<file path="src/rtl/ebpm_defines.svh">
`ifndef EBPM_DEFINES_SVH
`define EBPM_DEFINES_SVH

// port 5 bit positions of the shared bus control pins
`define EBPM_BIT_WSL 2
`define EBPM_BIT_WSH 3
`define EBPM_BIT_HRQ 4
`define EBPM_BIT_HAK 5
`define EBPM_BIT_RDY 6
`define EBPM_BIT_CLK 7
`define EBPM_PORT_W 8
`define EBPM_BIT_PLAIN_HI 1
`define EBPM_BIT_PLAIN_LO 0
`define EBPM_CTRL_W 4

// bus pin control register field positions
`define EBPM_CTL_WRE 0
`define EBPM_CTL_HDE 1
`define EBPM_CTL_RYE 2
`define EBPM_CTL_CKE 3

// reset values
`define EBPM_CTRL_RST 4'h0
`define EBPM_PORT_RST 8'h00
`define EBPM_BIT_RST 1'h0
`define EBPM_BIT_ONE 1'h1

`endif

</file>
<file path="src/rtl/ebpm_pkg.sv">
package ebpm_pkg;
    typedef logic [7:0] ebpm_port_t;
    typedef logic [3:0] ebpm_ctrl_t;
endpackage

</file>
<file path="src/rtl/ebpm_pin_mux.sv">
// Operation
// - low write strobe on pin, else port
// - high write strobe in 16-bit mode, else port
// - hold request input on pin, else port
// - hold acknowledge output on pin, else port
// - ready input sampled on pin, else port
// - machine clock output on pin, else port
`timescale 1ns/1ns
`include "ebpm_defines.svh"

module ebpm_pin_mux (
    input wire logic core_clk,
    input wire logic arst_n,
    input wire logic ext_bus_mode,
    input wire logic bus_width_16,
    input wire ebpm_pkg::ebpm_ctrl_t bus_pin_control_reg,
    input wire ebpm_pkg::ebpm_port_t port_latch,
    input wire ebpm_pkg::ebpm_port_t port_dir,
    input wire logic write_strobe_low,
    input wire logic write_strobe_high,
    input wire logic hold_acknowledge_out,
    input wire logic mclk_level,
    input wire ebpm_pkg::ebpm_port_t pin_in,
    output ebpm_pkg::ebpm_port_t pin_out,
    output ebpm_pkg::ebpm_port_t pin_oe,
    output ebpm_pkg::ebpm_port_t port_read,
    output logic hold_request_in,
    output logic ready_in
);

    logic write_strobe_enable;
    logic hold_enable;
    logic ready_enable;
    logic clk_out_enable;
    // per-function selects, each gated by bus mode
    logic sel_wsl;
    logic sel_wsh;
    logic sel_hold;
    logic sel_rdy;
    logic sel_clk;
    // next pad drive, one bit per pin slot
    ebpm_pkg::ebpm_port_t out_d;
    ebpm_pkg::ebpm_port_t oe_d;

    // enables only count while the chip runs an external bus
    assign write_strobe_enable =
        bus_pin_control_reg[`EBPM_CTL_WRE];
    assign hold_enable = bus_pin_control_reg[`EBPM_CTL_HDE];
    assign ready_enable = bus_pin_control_reg[`EBPM_CTL_RYE];
    assign clk_out_enable = bus_pin_control_reg[`EBPM_CTL_CKE];
    assign sel_wsl = ext_bus_mode & write_strobe_enable;
    assign sel_wsh = sel_wsl & bus_width_16;
    assign sel_hold = ext_bus_mode & hold_enable;
    assign sel_rdy = ext_bus_mode & ready_enable;
    assign sel_clk = ext_bus_mode & clk_out_enable;

    // bits with no bus function stay plain port bits
    // i2c tristate is software's job through port_dir
    assign out_d[`EBPM_BIT_PLAIN_HI:`EBPM_BIT_PLAIN_LO] =
        port_latch[`EBPM_BIT_PLAIN_HI:`EBPM_BIT_PLAIN_LO];
    assign oe_d[`EBPM_BIT_PLAIN_HI:`EBPM_BIT_PLAIN_LO] =
        port_dir[`EBPM_BIT_PLAIN_HI:`EBPM_BIT_PLAIN_LO];

    // lower write strobe drives its pin while selected
    ebpm_pin_slot u_slot_wsl (
        .sel(sel_wsl),
        .fn_out(write_strobe_low),
        .fn_oe(`EBPM_BIT_ONE),
        .latch_bit(port_latch[`EBPM_BIT_WSL]),
        .dir_bit(port_dir[`EBPM_BIT_WSL]),
        .out_bit(out_d[`EBPM_BIT_WSL]),
        .oe_bit(oe_d[`EBPM_BIT_WSL])
    );

    // upper strobe only makes sense on a 16-bit bus
    // an 8-bit bus leaves this pin to the port
    ebpm_pin_slot u_slot_wsh (
        .sel(sel_wsh),
        .fn_out(write_strobe_high),
        .fn_oe(`EBPM_BIT_ONE),
        .latch_bit(port_latch[`EBPM_BIT_WSH]),
        .dir_bit(port_dir[`EBPM_BIT_WSH]),
        .out_bit(out_d[`EBPM_BIT_WSH]),
        .oe_bit(oe_d[`EBPM_BIT_WSH])
    );

    // request pin becomes a pure input
    // driving it would fight the requesting master
    ebpm_pin_slot u_slot_hrq (
        .sel(sel_hold),
        .fn_out(`EBPM_BIT_RST),
        .fn_oe(`EBPM_BIT_RST),
        .latch_bit(port_latch[`EBPM_BIT_HRQ]),
        .dir_bit(port_dir[`EBPM_BIT_HRQ]),
        .out_bit(out_d[`EBPM_BIT_HRQ]),
        .oe_bit(oe_d[`EBPM_BIT_HRQ])
    );

    // acknowledge shares the hold enable with the request
    ebpm_pin_slot u_slot_hak (
        .sel(sel_hold),
        .fn_out(hold_acknowledge_out),
        .fn_oe(`EBPM_BIT_ONE),
        .latch_bit(port_latch[`EBPM_BIT_HAK]),
        .dir_bit(port_dir[`EBPM_BIT_HAK]),
        .out_bit(out_d[`EBPM_BIT_HAK]),
        .oe_bit(oe_d[`EBPM_BIT_HAK])
    );

    // ready pin is an input while selected
    // slow devices pull it to stretch the access
    ebpm_pin_slot u_slot_rdy (
        .sel(sel_rdy),
        .fn_out(`EBPM_BIT_RST),
        .fn_oe(`EBPM_BIT_RST),
        .latch_bit(port_latch[`EBPM_BIT_RDY]),
        .dir_bit(port_dir[`EBPM_BIT_RDY]),
        .out_bit(out_d[`EBPM_BIT_RDY]),
        .oe_bit(oe_d[`EBPM_BIT_RDY])
    );

    // machine clock copy; registered, so it lags one cycle
    // and cannot toggle faster than half the core clock
    ebpm_pin_slot u_slot_clk (
        .sel(sel_clk),
        .fn_out(mclk_level),
        .fn_oe(`EBPM_BIT_ONE),
        .latch_bit(port_latch[`EBPM_BIT_CLK]),
        .dir_bit(port_dir[`EBPM_BIT_CLK]),
        .out_bit(out_d[`EBPM_BIT_CLK]),
        .oe_bit(oe_d[`EBPM_BIT_CLK])
    );

    // registered pad drive; costs one cycle of latency on every pin
    always_ff @(posedge core_clk or negedge arst_n) begin
        if (!arst_n) begin
            pin_out <= `EBPM_PORT_RST;
            pin_oe <= `EBPM_PORT_RST;
        end else begin
            pin_out <= out_d;
            pin_oe <= oe_d;
        end
    end

    // port read path always sees the pin level
    always_ff @(posedge core_clk or negedge arst_n) begin
        if (!arst_n) begin
            port_read <= `EBPM_PORT_RST;
        end else begin
            port_read <= pin_in;
        end
    end

    // hold request reads low while its pin is a port bit
    ebpm_fn_input #(
        .idle_level(`EBPM_BIT_RST)
    ) u_in_hold (
        .core_clk(core_clk),
        .arst_n(arst_n),
        .sel(sel_hold),
        .pad(pin_in[`EBPM_BIT_HRQ]),
        .value(hold_request_in)
    );

    // ready held high when unused so accesses never stall
    ebpm_fn_input #(
        .idle_level(`EBPM_BIT_ONE)
    ) u_in_rdy (
        .core_clk(core_clk),
        .arst_n(arst_n),
        .sel(sel_rdy),
        .pad(pin_in[`EBPM_BIT_RDY]),
        .value(ready_in)
    );

endmodule

// one shared pin: bus function or plain port bit
module ebpm_pin_slot (
    input wire logic sel,
    input wire logic fn_out,
    input wire logic fn_oe,
    input wire logic latch_bit,
    input wire logic dir_bit,
    output logic out_bit,
    output logic oe_bit
);

    // function overrides latch and direction while selected
    always_comb begin
        out_bit = latch_bit;
        oe_bit = dir_bit;
        if (sel) begin
            out_bit = fn_out;
            oe_bit = fn_oe;
        end
    end

endmodule

// registered function input with a safe idle level
module ebpm_fn_input #(
    parameter logic idle_level = `EBPM_BIT_RST
) (
    input wire logic core_clk,
    input wire logic arst_n,
    input wire logic sel,
    input wire logic pad,
    output logic value
);

    // unselected input parks at idle so bus logic never waits on a port pin
    always_ff @(posedge core_clk or negedge arst_n) begin
        if (!arst_n) begin
            value <= idle_level;
        end else if (sel) begin
            value <= pad;
        end else begin
            value <= idle_level;
        end
    end

endmodule

</file>
<file path="config.mk">
export PLATFORM = sky130hd
export DESIGN_NAME = ebpm_pin_mux
export DESIGN_NICKNAME = d
export VERILOG_FILES = /design/src/rtl/ebpm_pkg.sv /design/src/rtl/ebpm_pin_mux.sv
export VERILOG_INCLUDE_DIRS = /design/src /design/src/rtl
export SDC_FILE = /design/constraint.sdc
export NUM_CORES = 1
export LEC_CHECK = 0
export BUFFER_PORTS_ARGS = -buffer_cell sky130_fd_sc_hd__buf_4
export CORE_MARGIN = 2
export CORE_UTILIZATION = 40
export CTS_BUF_LIST = sky130_fd_sc_hd__clkbuf_8
export CTS_CLUSTER_DIAMETER = 150
export DETAILED_ROUTE_END_ITERATION = 12
export PLACE_DENSITY_LB_ADDON = 0.08
export REMOVE_ABC_BUFFERS = 1
export SYNTH_ARGS = -nofsm -noshare
export SYNTH_HDL_FRONTEND = slang
export SYNTH_HIERARCHICAL = 1
export SYNTH_SLANG_ARGS = --single-unit
</file>
<file path="constraint.sdc">
create_clock -name core_clk -period 0.9 [get_ports core_clk]
set_input_delay 0.27 -clock core_clk [delete_from_list [all_inputs] [get_ports core_clk]]
set_output_delay 0.27 -clock core_clk [all_outputs]
set_load 0.01 [all_outputs]
</file>
-- Yosys cells after proc, flatten, opt, wreduce, memory -nomap -nowiden
Cells that the tools add are included.
- register bits: 26
- input bits: 36
- logic and storage cells: 24
- multiplexer cells: 14
- bitwise operators: 5
- operators by type and width (cell ; count):
    2-to-1 mux 1 bit ; 14
    AND 1 bit ; 5

-- Logic depth before layout (Yosys ltp)
- word-level depth: 3
- mapped depth: 2
- depth with buffers taken out: 2

-- Hierarchy
The synthesis kept the hierarchy.
- by module, submodules not included (module ; times used ; cells an instance ; area each (um^2)):
    ebpm_pin_mux ; 1 ; 31 ; 644.4
    ebpm_pin_slot ; 6 ; 2 ; 22.5
    ebpm_fn_input at u_in_rdy ; 1 ; 2 ; 32.5
    ebpm_fn_input at u_in_hold ; 1 ; 2 ; 31.3

-- Worst setup path before layout
Ideal clock, no wire load.
- path type: input -> register
- start point: input port ext_bus_mode
- end point: register pin_out[5]
- library setup time: 0.125 ns
- arrival time: 0.761 ns
- required time: 0.775 ns
- setup slack: 0.014 ns
- stages: 2
- buffers on the path: 0
- cell sequence: and2_2 > mux2_2
- word-level cells in the longest chain between the ends: 2
- ends and longest elaborated chain (what ; RTL line ; source):
    start: declaration ; ebpm_pin_mux.sv:14 ; input wire logic ext_bus_mode,
    AND 1 bit ; ebpm_pin_mux.sv:53 ; assign sel_hold = ext_bus_mode & hold_enable;
    2-to-1 mux 1 bit ; ebpm_pin_mux.sv:193 ; if (sel) begin
    named net out_d[5] ; ebpm_pin_mux.sv:42 ; ebpm_pkg::ebpm_port_t out_d;
    end signal: assignment ; ebpm_pin_mux.sv:137 ; pin_out <= `EBPM_PORT_RST;
    end signal: assignment ; ebpm_pin_mux.sv:140 ; pin_out <= out_d;
    end: declaration ; ebpm_pin_mux.sv:24 ; output ebpm_pkg::ebpm_port_t pin_out,
The timed path passes the listed nets, and every way through them passes these cells.

-- Worst setup path after layout
- start point: register u_in_rdy.value
- end point: output port ready_in
- RTL lines (what ; RTL line ; source):
    start: declaration ; ebpm_pin_mux.sv:209 ; output logic value
    start signal: assignment ; ebpm_pin_mux.sv:215 ; value <= idle_level;
    start signal: assignment ; ebpm_pin_mux.sv:217 ; value <= pad;
    start signal: assignment ; ebpm_pin_mux.sv:219 ; value <= idle_level;
    end: declaration ; ebpm_pin_mux.sv:28 ; output logic ready_in
No word-level cell between the ends.

==> key figures <==
Run status
  • Result of the run: complete, but fails checks
  • Violated checks: negative setup slack

Place
  • Number of placed cells counting well taps: 141
  • DP HPWL: 1.32 mm
  • Last weighted congestion value of the routability-driven placer: 0.682
  • Port-buffer cells: 61

Logic synthesis
  • Summed instance area of the synthesized netlist: 843 um^2
  • Area share of and/or/nand/nor cells after synthesis: 5.79%
  • Seq/Total Area, Yosys: 77.3%
  • Yosys warning count: 6
  • Xor/xnor cell area share of the yosys netlist: 0%
  • Count of state elements after synthesis: 26
  • Area fraction in compound gates after synthesis: 0%
  • Proportion of synthesized area in mux cells: 16.0%
  • Post-Syn Instances: 47
  • Avg Synthesized Cell Area: 17.9 um^2
  • Count of unique library cells instantiated by Yosys: 8
  • Post-synthesis share of cell area spent on full adders, half adders and majority gates: 0%
  • Main combinational cell family by area after synthesis: multiplexers

Floorplanning
  • Die boundary width: 49.9 um
  • Starting utilization of the core area: 42.6%
  • Standard cell core area: 0.00198 mm^2
  • Top-level port count: 62
  • Overall die height: 49.9 um
  • Number of core rows: 16
  • Die Outline Area: 0.00249 mm^2

Power
  • Largest vdd supply drop: 0.00102 V
  • Reported leakage power: 0.763 nW
  • P per Cell Area: 1700 mW/mm^2

Global routing
  • Number of antenna violations at the first check in global routing: 0
  • Tot GR Track Use: 16.2%
  • Number of global-route vias before repair: 681
  • Met3 capacity usage during global routing: 3.94%
  • Largest net degree at the start of global routing: 27
  • Most congested layer reported by global routing: met2
  • Overall overflow remaining after global route: 0
  • Met2 usage in global routing: 28.2%
  • Met1 layer usage reported by global route: 19.6%
  • Wire length of the first global-routing pass: 3.03 mm

Clocking
  • CTS tree: built
  • Clock edge transition at the registers on the reported setup and hold paths: 0.09 ns
  • Num CTS Buffers: 3
  • H-tree Lvls: 1
  • CTS Sinks: 26
  • Longest Clk Path Bufs: 2
  • Root Driver: sky130_fd_sc_hd__clkbuf_8

Layout
  • Commonest non-fill, non-tap cells in the layout: sky130_fd_sc_hd__buf_4, sky130_fd_sc_hd__buf_6, sky130_fd_sc_hd__dfrtp_1, sky130_fd_sc_hd__mux2_2, sky130_fd_sc_hd__conb_1
  • Commonest non-fill, non-tap cell in the layout: sky130_fd_sc_hd__buf_4
  • Number of standard cells in the layout, taps in and fillers out: 146
  • Final Core Density: 77.5%
  • Antenna Diode Count: 0
  • Layout area overhead: 82.2%
  • Fraction of final layout cells with drive strength greater than 1: 68.9%
  • Nets: 156

Setup path
  • CP Depth: 1
  • Largest fanout on the critical path: 1
  • Slowest cell on crit path: sky130_fd_sc_hd__dfstp_2
  • Critical path start-end classification: flop to primary output
  • Buf+Inv Stages, Crit Path: 1
  • Nature of the critical path endpoint: primary output
  • Top Family by Delay on Critical Path: flip-flops
  • Delay of the slowest cell on the worst path: 0.53 ns
  • Worst endpoint required time: 0.63 ns
  • Cell-by-cell listing of the critical path: buf_6
  • WP data arrival: 0.89 ns
  • Startpoint types: flop

Min path
  • Class of the tightest hold or removal check: input port to flop
  • Cell count of the worst hold path: 1

STA
  • Hold_ws: 0.108 ns
  • Crit share post-route: 128%
  • Shortest clock period the worst path allows after layout: 1.16 ns
  • Max frequency: 865 MHz
  • Worst Setup Slack, final: -0.256 ns
  • Final hold violation count: 0
  • Unrepaired setup endpoints after global routing: yes
  • Final setup violation count: 26
  • Slew Limit Fails: 0

Drt
  • First-pass iteration count of the detailed router: 1
  • Count of routing violations after the opening detailed-route iteration: 0
  • Routed vias: 614
  • Number of routed nets with antenna violations: 0
  • Drt total wl: 1.77 mm
  • Number of DRC violations after detailed routing: 0
  • Via/cell ratio: 4.21
  • Mean routed wirelength per cell: 12.1 um

Run
  • Number of maximum-capacitance violations: 0
registers in the layout, summed over array words and instances, names as in the netlist:
signal and cells:
pin_oe 8, u_in_hold/value 1, port_read 8, u_in_rdy/value 1, pin_out 8
routing by layer:
layer / part of all wire [%] / vias to the layer above / wire length, um
met3: 9.3 / 0 / 165
li1: - / 289 / -
met5: 0 / - / 0
met2: 53 / 41 / 931
met4: 0 / 0 / 0
met1: 38 / 284 / 673
synthesized netlist by cell type, drive strengths merged:
master | instances | share of area (%)
nand2b | 1 | 0.74
dfrtp | 25 | 74
and3 | 1 | 0.74
dfstp | 1 | 3.1
and2 | 5 | 4.3
mux2 | 12 | 16
conb | 2 | 0.89
timing repair:
action	4_1_cts	5_1_grt
gates cloned	0	0
hold buffers	1	0
pin swaps	0	0
buffers inserted	0	0
resized for setup	26	0
hold endpoints to repair	25	0
setup endpoints to repair	26	26
power breakdown:
part / leakage (nW) / switching (W) / internal [W]
logic: 0.424 / 0.000133 / 0.000272
registers: 0.304 / 0.0000326 / 0.00124
clock network: 0.0357 / 0.000342 / 0.000594
total: 0.763 / 0.000508 / 0.00211
cells by family after synthesis:
group	count (synthesis)
muxes	12
DFF	26
and+or+nand+nor	7
other	2
worst paths after layout:
path,from,end
worst max-delay path,u_in_rdy/value,ready_in
max in group asynchronous,arst_n,u_in_rdy/value
min in group asynchronous,arst_n,port_read[1]
worst min-delay path,pin_in[1],port_read[1]
stage by stage:
stage / setup WS (ns) / area (um^2) / total power (W) / setup TNS [ns]
after CTS: -0.262 / 1540 / 0.00263 / -3.77
final: -0.256 / 1540 / 0.00261 / -3.57
after global routing: -0.292 / 1540 / 0.00274 / -4.52
after global placement: -0.114 / 1360 / 0.00164 / -1.03
after detailed placement: -0.126 / 1360 / 0.00164 / -1.13
after floorplan: 0.0142 / 866 / 0.00139 / 0
area by class of cell:
cell class                 count  area (um^2)
clock buffer                   3         41.3
clock inverter                 1         30.0
fill                         120          445
multi-input combinational     27          214
sequential                    26          652
tap                           27         33.8
timing repair buffer          62          566
Power figures use the tool's default switching activity.
